==> src/verilog/dag_pkg.sv <==
// package: constants and types for the data address generation unit
package dag_pkg;
   localparam int unsigned EA_W = 16;
   localparam int unsigned XA_W = 24;
   localparam int unsigned RPAG_W = 10;
   localparam int unsigned WPAG_W = 9;
   localparam int unsigned NREG = 16;
   localparam int unsigned FREG_W = 13;
   localparam int unsigned LIT5_W = 5;
   localparam int unsigned LIT10_W = 10;
   localparam int unsigned EA_TOP_BIT = 15;
   localparam int unsigned RPAG_PSV_BIT = 9;
   localparam logic [3:0] DEFAULT_WORK_REG_ZERO_IDX = 4'h0;
   localparam logic [9:0] READ_PAGE_RST = 10'h001;
   localparam logic [8:0] WRITE_PAGE_RST = 9'h001;
   localparam logic [15:0] DEFAULT_WORK_REG_RST = 16'h0000;
   localparam logic [15:0] MOD_START_RST = 16'h0000;
   localparam logic [15:0] MOD_END_RST = 16'hffff;
   localparam logic [3:0] MOD_SEL_NONE = 4'hf;

   // addressing mode requested by the decoder
   typedef enum logic [2:0] {
      DAG_FILE_DIRECT,
      DAG_REG_DIRECT,
      DAG_INDIRECT,
      DAG_POST_MOD,
      DAG_PRE_MOD,
      DAG_REG_INDEXED,
      DAG_LIT_OFFSET,
      DAG_LITERAL
   } dag_mode_e;

   // second operand source of a three-operand instruction
   typedef enum logic [1:0] {
      DAG_OP2_REG,
      DAG_OP2_LIT5,
      DAG_OP2_LIT10
   } dag_op2_e;
endpackage

==> src/verilog/dag_unit.sv <==
// data address generation unit: effective, paged and modulo addresses
//
// The Wishbone interface to the registers and the address map were chosen for this implementation.
`timescale 1ns/1ns
`default_nettype none
module dag_unit (
   input wire logic core_clk,
   input wire logic rst_n,
   input wire logic op_valid,
   input wire logic [2:0] op_mode,
   input wire logic op_write,
   input wire logic [3:0] op_ptr_idx,
   input wire logic [3:0] op_base_idx,
   input wire logic op_file_default,
   input wire logic [12:0] op_file_addr,
   input wire logic [1:0] op_op2_sel,
   input wire logic [9:0] op_literal,
   input wire logic [15:0] op_step,
   input wire logic wb_cyc_i,
   input wire logic wb_stb_i,
   input wire logic wb_we_i,
   input wire logic [7:0] wb_adr_i,
   input wire logic [3:0] wb_sel_i,
   input wire logic [31:0] wb_dat_i,
   output logic [31:0] wb_dat_o,
   output logic wb_ack_o,
   output logic wb_err_o,
   output logic mem_valid,
   output logic mem_write,
   output logic [23:0] mem_addr,
   output logic mem_psv,
   output logic [15:0] op1_value,
   output logic [15:0] op2_value,
   output logic [3:0] dest_reg_idx
);
   // register offsets (byte addresses)
   localparam logic [7:0] OFS_READ_PAGE = 8'h00;
   localparam logic [7:0] OFS_WRITE_PAGE = 8'h04;
   localparam logic [7:0] OFS_MOD_CTRL = 8'h08;
   localparam logic [7:0] OFS_MOD_START = 8'h0c;
   localparam logic [7:0] OFS_MOD_END = 8'h10;
   localparam logic [7:0] OFS_LAST_EA = 8'h14;
   localparam logic [7:0] OFS_DEFAULT_WORK_REG_BASE = 8'h40;

   logic [9:0] read_page_reg;
   logic [8:0] write_page_reg;
   logic [3:0] mod_sel_reg;
   logic mod_en_reg;
   logic [15:0] mod_start_reg;
   logic [15:0] mod_end_reg;
   logic [15:0] last_ea_reg;
   localparam int unsigned NREG_L = dag_pkg::NREG;
   logic [15:0] work_reg [NREG_L];
   logic ack_reg;

   // zero extension of a literal by operand form
   function automatic logic [15:0] lit_ext(input logic [1:0] sel, input logic [9:0] lit);
      if (sel == 2'(dag_pkg::DAG_OP2_LIT5)) begin
         lit_ext = {11'h000, lit[4:0]};
      end else begin
         lit_ext = {6'h00, lit};
      end
   endfunction

   // wrap an address that overshoots a boundary in the step direction
   function automatic logic [15:0] modulo_fix(input logic [15:0] a, input logic down,
                                              input logic [15:0] lo, input logic [15:0] hi);
      logic [15:0] span;
      span = 16'(hi - lo + 16'h0001);
      if (!down && (a > hi)) begin
         modulo_fix = 16'(a - span);
      end else if (down && (a < lo)) begin
         modulo_fix = 16'(a + span);
      end else begin
         modulo_fix = a;
      end
   endfunction

   // ---------------- bus slave ----------------
   logic bus_req;
   logic bus_wr;
   logic bus_hit;
   logic [31:0] rd_data;
   // an error answer also blocks a second take of the same held request
   assign bus_req = wb_cyc_i && wb_stb_i && !ack_reg && !wb_err_o;
   assign bus_wr = bus_req && wb_we_i && wb_sel_i[0] && wb_sel_i[1];

   always_comb begin
      bus_hit = 1'b1;
      rd_data = 32'h0000_0000;
      if (wb_adr_i == OFS_READ_PAGE) begin
         rd_data = {22'h000000, read_page_reg};
      end else if (wb_adr_i == OFS_WRITE_PAGE) begin
         rd_data = {23'h000000, write_page_reg};
      end else if (wb_adr_i == OFS_MOD_CTRL) begin
         rd_data = {27'h0000000, mod_en_reg, mod_sel_reg};
      end else if (wb_adr_i == OFS_MOD_START) begin
         rd_data = {16'h0000, mod_start_reg};
      end else if (wb_adr_i == OFS_MOD_END) begin
         rd_data = {16'h0000, mod_end_reg};
      end else if (wb_adr_i == OFS_LAST_EA) begin
         rd_data = {16'h0000, last_ea_reg};
      end else if (wb_adr_i[7:6] == OFS_DEFAULT_WORK_REG_BASE[7:6] && wb_adr_i[1:0] == 2'h0) begin
         rd_data = {16'h0000, work_reg[wb_adr_i[5:2]]};
      end else begin
         bus_hit = 1'b0;
      end
   end

   // single-wait answer; ack drops the cycle after it is given
   always_ff @(posedge core_clk or negedge rst_n) begin
      if (!rst_n) begin
         ack_reg <= 1'b0;
         wb_err_o <= 1'b0;
         wb_dat_o <= 32'h0000_0000;
      end else begin
         ack_reg <= bus_req && bus_hit;
         wb_err_o <= bus_req && !bus_hit;
         wb_dat_o <= (bus_req && bus_hit && !wb_we_i) ? rd_data : 32'h0000_0000;
      end
   end
   assign wb_ack_o = ack_reg;

   // writes take effect on the acknowledge edge, as the master expects
   logic wr_now;
   assign wr_now = ack_reg && wb_cyc_i && wb_stb_i && wb_we_i && wb_sel_i[0] && wb_sel_i[1];

   always_ff @(posedge core_clk or negedge rst_n) begin
      if (!rst_n) begin
         read_page_reg <= dag_pkg::READ_PAGE_RST;
         write_page_reg <= dag_pkg::WRITE_PAGE_RST;
      end else if (wr_now && wb_adr_i == OFS_READ_PAGE) begin
         read_page_reg <= wb_dat_i[9:0];
      end else if (wr_now && wb_adr_i == OFS_WRITE_PAGE) begin
         write_page_reg <= wb_dat_i[8:0];
      end
   end

   always_ff @(posedge core_clk or negedge rst_n) begin
      if (!rst_n) begin
         mod_sel_reg <= dag_pkg::MOD_SEL_NONE;
         mod_en_reg <= 1'b0;
         mod_start_reg <= dag_pkg::MOD_START_RST;
         mod_end_reg <= dag_pkg::MOD_END_RST;
      end else if (wr_now && wb_adr_i == OFS_MOD_CTRL) begin
         mod_sel_reg <= wb_dat_i[3:0];
         mod_en_reg <= wb_dat_i[4];
      end else if (wr_now && wb_adr_i == OFS_MOD_START) begin
         mod_start_reg <= wb_dat_i[15:0];
      end else if (wr_now && wb_adr_i == OFS_MOD_END) begin
         mod_end_reg <= wb_dat_i[15:0];
      end
   end
   logic unused_bus;
   assign unused_bus = bus_wr;

   // ---------------- address generation ----------------
   dag_pkg::dag_mode_e mode;
   logic [15:0] ptr_val;
   logic [15:0] base_val;
   logic [15:0] lit_val;
   logic [15:0] stepped;
   logic [15:0] raw_ea;
   logic [15:0] ea;
   logic [15:0] ptr_next;
   logic ptr_wb;
   logic mod_hit;
   logic step_down;
   logic mem_access;
   logic [3:0] dest_idx;

   assign mode = dag_pkg::dag_mode_e'(op_mode);
   assign ptr_val = work_reg[op_ptr_idx];
   assign base_val = work_reg[op_base_idx];
   assign lit_val = lit_ext(op_op2_sel, op_literal);
   assign stepped = 16'(ptr_val + op_step);
   assign step_down = op_step[15];
   // any pointer register may be the modulo pointer
   assign mod_hit = mod_en_reg && (mod_sel_reg == op_ptr_idx);

   always_comb begin
      raw_ea = 16'h0000;
      mem_access = 1'b1;
      ptr_wb = 1'b0;
      case (mode)
         dag_pkg::DAG_FILE_DIRECT: begin
            raw_ea = {3'h0, op_file_addr};
         end
         dag_pkg::DAG_INDIRECT: begin
            raw_ea = ptr_val;
         end
         dag_pkg::DAG_POST_MOD: begin
            raw_ea = ptr_val;
            ptr_wb = 1'b1;
         end
         dag_pkg::DAG_PRE_MOD: begin
            raw_ea = stepped;
            ptr_wb = 1'b1;
         end
         dag_pkg::DAG_REG_INDEXED: begin
            raw_ea = 16'(ptr_val + base_val);
         end
         dag_pkg::DAG_LIT_OFFSET: begin
            raw_ea = 16'(ptr_val + lit_val);
         end
         default: begin
            mem_access = 1'b0; // register direct and literal touch no memory
         end
      endcase
   end

   // offset forms are corrected but never written back
   always_comb begin
      ea = raw_ea;
      if (mod_hit && mode != dag_pkg::DAG_FILE_DIRECT && mode != dag_pkg::DAG_POST_MOD) begin
         ea = modulo_fix(raw_ea, step_down, mod_start_reg, mod_end_reg);
      end
   end

   // pre- and post-modify: the stepped pointer, wrapped, goes back
   assign ptr_next = mod_hit ? modulo_fix(stepped, step_down, mod_start_reg, mod_end_reg)
                             : stepped;

   // ops with op_file_default set go to register zero in any mode, others to base register
   assign dest_idx = op_file_default ? dag_pkg::DEFAULT_WORK_REG_ZERO_IDX : op_base_idx;

   // pointer write-back beats a bus write to any work register in the same cycle
   always_ff @(posedge core_clk or negedge rst_n) begin
      if (!rst_n) begin
         for (int i = 0; i < NREG_L; i++) begin
            work_reg[i] <= dag_pkg::DEFAULT_WORK_REG_RST;
         end
      end else if (op_valid && ptr_wb) begin
         work_reg[op_ptr_idx] <= ptr_next;
      end else if (wr_now && wb_adr_i[7:6] == OFS_DEFAULT_WORK_REG_BASE[7:6]) begin
         work_reg[wb_adr_i[5:2]] <= wb_dat_i[15:0];
      end
   end

   // paged address forming, registered to the memory port
   always_ff @(posedge core_clk or negedge rst_n) begin
      if (!rst_n) begin
         mem_valid <= 1'b0;
         mem_write <= 1'b0;
         mem_addr <= 24'h000000;
         mem_psv <= 1'b0;
         last_ea_reg <= 16'h0000;
      end else begin
         mem_valid <= op_valid && mem_access;
         mem_write <= op_valid && mem_access && op_write;
         mem_psv <= 1'b0;
         if (op_valid && mem_access) begin
            last_ea_reg <= ea;
            if (!ea[dag_pkg::EA_TOP_BIT]) begin
               mem_addr <= {8'h00, ea};
            end else if (op_write) begin
               mem_addr <= {write_page_reg[8:0], ea[14:0]};
            end else if (!read_page_reg[dag_pkg::RPAG_PSV_BIT]) begin
               mem_addr <= {read_page_reg[8:0], ea[14:0]};
            end else begin
               // program-space window reads leave the mapping to the fetch side
               mem_addr <= {read_page_reg[8:0], ea[14:0]};
               mem_psv <= 1'b1;
            end
         end
      end
   end

   // operand outputs: op1 always base register direct
   always_ff @(posedge core_clk or negedge rst_n) begin
      if (!rst_n) begin
         op1_value <= 16'h0000;
         op2_value <= 16'h0000;
         dest_reg_idx <= 4'h0;
      end else if (op_valid) begin
         op1_value <= base_val;
         op2_value <= (op_op2_sel == 2'(dag_pkg::DAG_OP2_REG)) ? ptr_val : lit_val;
         dest_reg_idx <= dest_idx;
      end
   end
endmodule
`default_nettype wire

==> config.mk <==
export PLATFORM = sky130hd
export DESIGN_NAME = dag_unit
export DESIGN_NICKNAME = d
export VERILOG_FILES = /design/src/verilog/dag_pkg.sv /design/src/verilog/dag_unit.sv
export SDC_FILE = /design/constraint.sdc
export NUM_CORES = 1
export LEC_CHECK = 0
export BUFFER_PORTS_ARGS = -buffer_cell sky130_fd_sc_hd__buf_2
export CAP_MARGIN = 15
export CORE_MARGIN = 3
export CORE_UTILIZATION = 63
export DETAILED_ROUTE_END_ITERATION = 10
export GPL_ROUTABILITY_DRIVEN = 0
export PLACE_DENSITY_LB_ADDON = 0.12
export SYNTH_ARGS = -nofsm -noshare
export SYNTH_HDL_FRONTEND = slang
export SYNTH_SLANG_ARGS = --single-unit
==> constraint.sdc <==
create_clock -name core_clk -period 8.3 [get_ports core_clk]
set_input_delay 1.66 -clock core_clk [delete_from_list [all_inputs] [get_ports core_clk]]
set_output_delay 1.66 -clock core_clk [all_outputs]
set_load 0.02 [all_outputs]
After elaboration in Yosys (flattened, before gate mapping)
Index checks and enable logic that the tools add are counted.
{"block": "word_totals", "regBits": 425, "in_bits": 104, "out_inout_bits": 97, "word_cells": 168}
{"block": "op_classes", "n_addsub": 9, "n_lt_le_gt_ge": 9, "n_eq_ne": 14, "n_mux": 50, "n_bitwise": 6, "reduce_logical": 47}
{"op": "$bwmux 256", "n": 2}
{"op": "$mux 256", "n": 2}
{"op": "$mux 16", "n": 20}
{"op": "$bmux 16 s4", "n": 3}
{"op": "$demux 16 s4", "n": 2}
{"op": "$mux 32", "n": 3}
{"op": "$add 16x16->16", "n": 5}
{"op": "$pmux 16 s5", "n": 1}
{"op": "$mux 24", "n": 2}
{"op": "$sub 16x16->16", "n": 3}
{"op": "$gt 16x16->1", "n": 2}
{"op": "$lt 16x16->1", "n": 2}
{"op": "$logic_and 1x1->1", "n": 30}
{"op": "$add 16x1->16 const B", "n": 1}
{"op": "$eq 8x4->1 const B", "n": 2}
{"op": "$eq 8x5->1 const B", "n": 2}
{"op": "$ge 5x5->1 const B", "n": 3}
{"op": "$not 4->5", "n": 3}
{"op": "$mux 1", "n": 13}
{"op": "$lt 5x1->1 const B", "n": 2}
{"op": "$mux 10", "n": 1}
{"op": "$eq 3x3->1 const B", "n": 3}
{"op": "$eq 8x3->1 const B", "n": 1}
{"op": "$logic_not 8->1", "n": 1}
{"op": "other kinds (15)", "n": 26}

Longest topological paths before layout
{"block": "logic_depth", "word_depth": 13, "mapped_depth": 28, "depth_no_buf": 24}

Worst setup path after synthesis
OpenSTA, ideal clock, no wires.
{"block": "synth_timing", "path_kind": "input-to-reg", "start": "input op_base_idx[0]", "end": "register mem_addr[16]", "setup_time_ps": 135, "arrival_ps": 8446, "required_time_ps": 8165, "path_slack_ps": -281, "cell_stages": 28, "n_path_buf": 4, "cell_sequence": "clkbuf_1 > buf_1 > mux4_2 > mux4_2 > mux2_2 > ha_1 > fa_1 > a21o_1 > a41oi_1 > o21ai_0 > o31ai_1 > xor2_1 > nor2_1 > a22o_1 > o21bai_1 > ha_1 > buf_2 > a21oi_1 > nor2_1 > or2_2 > a31o_2 > or4_4 > a41oi_2 > xnor2_1 > a32oi_1 > xor2_1 > buf_4 > o31ai_1"}
{"block": "synth_via", "elab_chain_len": 12, "elab_cells_between_ends": 16, "cone_classes": "3 x add/sub; 2 x order compare; 8 x mux; 1 x bitwise; 2 x reduce/logical"}
{"element": "start, declared", "line": "dag_unit.sv:13", "text": "input wire logic [3:0] op_base_idx,"}
{"element": "$not 4->5 (implied by the code) (*)", "line": "dag_unit.sv:174", "text": "assign base_val = work_reg[op_base_idx];"}
{"element": "$bmux 16 s4 (*)", "line": "dag_unit.sv:174"}
{"element": "$mux 16 (implied by the code) (*) (2 in a row)", "line": "dag_unit.sv:174"}
{"element": "$add 16x16->16 (*)", "line": "dag_unit.sv:201", "text": "raw_ea = 16'(ptr_val + base_val);"}
{"element": "$pmux 16 s5 (*)", "line": "dag_unit.sv:185", "text": "case (mode)"}
{"element": "$lt 16x16->1", "line": "dag_unit.sv:72", "text": "end else if (down && (a < lo)) begin"}
{"element": "$logic_and 1x1->1", "line": "dag_unit.sv:72"}
{"element": "$mux 16", "line": "dag_unit.sv:72"}
{"element": "$mux 16", "line": "dag_unit.sv:70", "text": "if (!down && (a > hi)) begin"}
{"element": "$mux 16 (*)", "line": "dag_unit.sv:215", "text": "if (mod_hit && mode != dag_pkg::DAG_FILE_DIRECT && mode != dag_pkg::DAG_POST_MOD) begin"}
{"element": "$mux 24 (*)", "line": "dag_unit.sv:254", "text": "if (!ea[dag_pkg::EA_TOP_BIT]) begin"}
{"element": "end signal, assigned", "line": "dag_unit.sv:255", "text": "mem_addr <= {8'h00, ea};"}
{"element": "end signal, assigned", "line": "dag_unit.sv:257", "text": "mem_addr <= {write_page_reg[8:0], ea[14:0]};"}
{"element": "end signal, assigned", "line": "dag_unit.sv:259", "text": "mem_addr <= {read_page_reg[8:0], ea[14:0]};"}
{"element": "end, declared", "line": "dag_unit.sv:30", "text": "output logic [23:0] mem_addr,"}
Mark *: on every way between the ends. The rest lies on a longest branch, timed or not. The select of a mux whose other input is x is not followed.
A chain may end at the register's enable or synchronous reset.

Final worst setup path
{"block": "layout_timing", "start": "input op_ptr_idx[0]", "end": "register work_reg[10] (netlist name)"}
{"block": "layout_via", "elab_chain_len": 12, "elab_cells_between_ends": 23, "cone_classes": "3 x add/sub; 4 x order compare; 1 x eq/ne; 10 x mux; 1 x bitwise; 4 x reduce/logical"}
{"element": "start, declared", "line": "dag_unit.sv:12", "text": "input wire logic [3:0] op_ptr_idx,"}
{"element": "$not 4->5 (implied by the code)", "line": "dag_unit.sv:173, dag_unit.sv:234"}
{"element": "$bmux 16 s4", "line": "dag_unit.sv:173", "text": "assign ptr_val = work_reg[op_ptr_idx];"}
{"element": "$mux 16 (implied by the code) (2 in a row)", "line": "dag_unit.sv:173"}
{"element": "$add 16x16->16", "line": "dag_unit.sv:176", "text": "assign stepped = 16'(ptr_val + op_step);"}
{"element": "$lt 16x16->1", "line": "dag_unit.sv:72"}
{"element": "$logic_and 1x1->1", "line": "dag_unit.sv:72"}
{"element": "$mux 16", "line": "dag_unit.sv:72"}
{"element": "$mux 16", "line": "dag_unit.sv:70"}
{"element": "$mux 16", "line": "dag_unit.sv:221", "text": "assign ptr_next = mod_hit ? modulo_fix(stepped, step_down, mod_start_reg, mod_end_reg)"}
{"element": "$bwmux 256 (*)", "line": "dag_unit.sv:234", "text": "work_reg[op_ptr_idx] <= ptr_next;"}
{"element": "$mux 256 (*)", "line": "dag_unit.sv:233", "text": "end else if (op_valid && ptr_wb) begin"}
{"element": "end signal, assigned by index", "line": "dag_unit.sv:231", "text": "work_reg[i] <= dag_pkg::DEFAULT_WORK_REG_RST;"}
{"element": "end signal, assigned by index", "line": "dag_unit.sv:234"}
{"element": "end signal, assigned by index", "line": "dag_unit.sv:236", "text": "work_reg[wb_adr_i[5:2]] <= wb_dat_i[15:0];"}
{"element": "end, declared", "line": "dag_unit.sv:53", "text": "logic [15:0] work_reg [NREG_L];"}
Marks and branches as above.

==> flow_summary.toml <==
[die]
rows = 80
die_area_um2 = 51500
die_w_um = 227
coreArea_um2 = 47900
initial_core_util = 0.641
ioPinCount = 201
die_h_um = 227

[layout]
fill_cells = 3448
largest_register_ffs = 256
final_common_cell = "dfrtp_1"
final_nets = 3542
fin_area_um2 = 34600
stdcell_count = 3901
syn2layout_area_growth_pct = 12.6
final_cell_mix = "372 x dfrtp_1, 355 x nand2_1, 256 x a21oi_1"
drive_gt1_frac = 0.251

[worst_setup_path]
critPathArrivalTime_ns = 8.43
required_ns = 8.72
crit_fanout = 17
worst_setup_path_start_kind = "primary input"
crit_type = "primary input to register"
r2r_slack_ns = 1.28
critPathCaptureType = "register"

[power]
switching_power_mw = 2.69
powerDensity_nw_per_um2 = 208
pwr-share-clk = 0.295
p_leak_nw = 15.4
p_comb_frac = 0.379
ir_worst_vdd_mv = 0.174
p_seq_frac = 0.325
p_int_mw = 4.51
p_sw_frac = 0.373

[global_routing]
met1_usage = 0.589
overflow = 0
grt_pass1_vias = 29000
grt_usage = 0.468
grtUsageMet3 = 0.202
grt_max_degree = 157
grt.busiest_layer = "met2"
use_met2 = 0.653
grt_pass1_wl_um = 179000
antenna_found_initial = 1

[yosys]
synth-seq-cells = 394
ys_seq_area_frac = 0.322
yosys_warnings = 0
synth.distinct_cells = 98
async_flop_share = 1.00
synth_edf_count = 0
syn_inst = 3094
synth_area_um2 = 30700
synth_flop_cell = "dfrtp_1"
avgSynthCellArea_um2 = 9.94

[placement]
port-buffer-count = 166
post-place-ws_ns = -0.0621
placed_area_um2 = 33000
dp_hpwl_um = 85800
dp_cells = 3815

[clock_tree]
clock_latency_ns = 0.62
cts_setup_buffers = 0
clk_pin_slew_ns = 0.06
root_buffer = "clkbuf_16"
clockBufferDepth = 3
cts_tree = "built"
cts_resized = 0
cts_max_level = 2
cts_buffers = 45
hold_buffers = 0
cts.sinks = 394

[timing]
finalMaxSlewViolations = 0
whs_ns = 0.470
finClkSkew_ns = 0.0530
min_period_ns = 8.01
worst_slack_ns = 0.289
tightest_slew_ns = 1.30
setup_violations = 0
maxSlewHeadroom = 0.133
fmax_mhz = 125
post-route-period-util = 0.965
tns_ns = 0
hold_viol_final = 0
rsz0062_at_grt = "false"

[drt]
drt_iter0_drc = 5119
drc = 0
num_vias = 29900
drt-pass1-iter-count = 7
drtAntennaViolNets = 0
wl_per_cell_um = 31.0
via_per_inst = 7.67
totalWireLength_um = 121000

[outcome]
outcome = "finished clean"

[worst_hold_path]
worstHoldPathType = "register to register"

[job]
max_cap_violations = 0
## power by group through the flow
stage,Sequential (mW),Clock [mW],Combinational (mW)
floorplan,2.31,0,1.67
global placement,2.33,0,2.53
detailed placement,2.36,0,2.61
CTS,2.33,2.12,2.63
global route,2.36,2.21,2.88
finish,2.34,2.13,2.73
## critical path, stage by stage
cell      delay [ns]
buf_4           0.38
buf_12          0.24
mux4_2          0.52
mux4_2          0.67
ha_1            0.41
nand3_1         0.11
o211ai_1        0.19
o211a_1         0.26
o21a_1          0.20
o41ai_1         0.33
xnor2_1         0.33
inv_1           0.28
ha_1            0.36
and4_1          0.20
nand3_1         0.15
a211oi_1        0.37
o21a_1          0.38
o21ai_2         0.15
buf_4           0.21
a32oi_1         0.46
buf_12          0.23
nor2_1          0.05
nor2_1          0.12
o21ai_0         0.09
## synth_stat cells (22+ instances only)
cell / instances / share of area
nand3_1: 39 / 0.0063
buf_1: 26 / 0.0032
nor2b_1: 37 / 0.0075
o221ai_1: 109 / 0.031
nand2_1: 355 / 0.043
xnor2_1: 33 / 0.0094
nor3_1: 44 / 0.0072
a21oi_1: 268 / 0.044
buf_4: 34 / 0.0083
mux4_2: 231 / 0.17
nand2b_1: 24 / 0.0049
dfrtp_1: 372 / 0.30
buf_2: 39 / 0.0063
mux2i_1: 41 / 0.013
o22ai_1: 29 / 0.0059
dfstp_2: 22 / 0.019
inv_1: 98 / 0.012
a221o_1: 24 / 0.0078
a21o_1: 34 / 0.0083
a221oi_1: 26 / 0.0074
o211ai_1: 45 / 0.011
mux2_2: 70 / 0.026
ha_1: 181 / 0.074
clkbuf_1: 159 / 0.019
nor2_1: 240 / 0.029
o21a_1: 41 / 0.010
o21ai_0: 132 / 0.021
a22oi_1: 34 / 0.0083
## final cells by class
cell class	count	area, µm²	area share
multi-input combinational	2354	19500	0.563
inverter	99	372	0.0107
clock buffer	66	1370	0.0394
clock inverter	16	203	0.00585
sequential	394	9890	0.286
tap	615	769	0.0222
antenna	1	2.50	0.0000723
timing repair buffer	356	2520	0.0727
## metrics by stage
step | power, mW | utilization
floorplan | 3.98 | -
global placement | 4.87 | 0.688
detailed placement | 4.97 | 0.688
CTS | 7.07 | 0.721
global route | 7.45 | 0.722
finish | 7.20 | 0.722
## final timing paths
kind / startpoint / endpoint / cells after the start
worst max-delay path: op_ptr_idx[0] / work_reg[10] / 24
worst min-delay path: wb_err_o / wb_err_o / 1
worst max register to register: work_reg[48] / mem_addr[16] / 26
worst min register to register: wb_err_o / wb_err_o / 1
max in group asynchronous: rst_n / work_reg[164] / 2
min in group asynchronous: rst_n / mem_addr[7] / 1
## metal layers
layer	wire, µm	share of wire
met1	40900	0.34
met4	10600	0.088
met5	13	0.00011
met3	20300	0.17
met2	49200	0.41
## logic make-up after synthesis
| group | after synthesis | share of synthesized area |
|---|---|---|
| flip-flops | 394 | 0.322 |
| XOR/XNOR | 54 | 0.0156 |
| other | 1 | 0.000122 |
| buffers and inverters | 361 | 0.0506 |
| multiplexers | 345 | 0.210 |
| AND/OR/NAND/NOR | 833 | 0.119 |
| AO/OA/AOI/OAI | 918 | 0.204 |
| adder cells (fa/ha/maj) | 188 | 0.0782 |
Power figures use the tool's default switching activity.
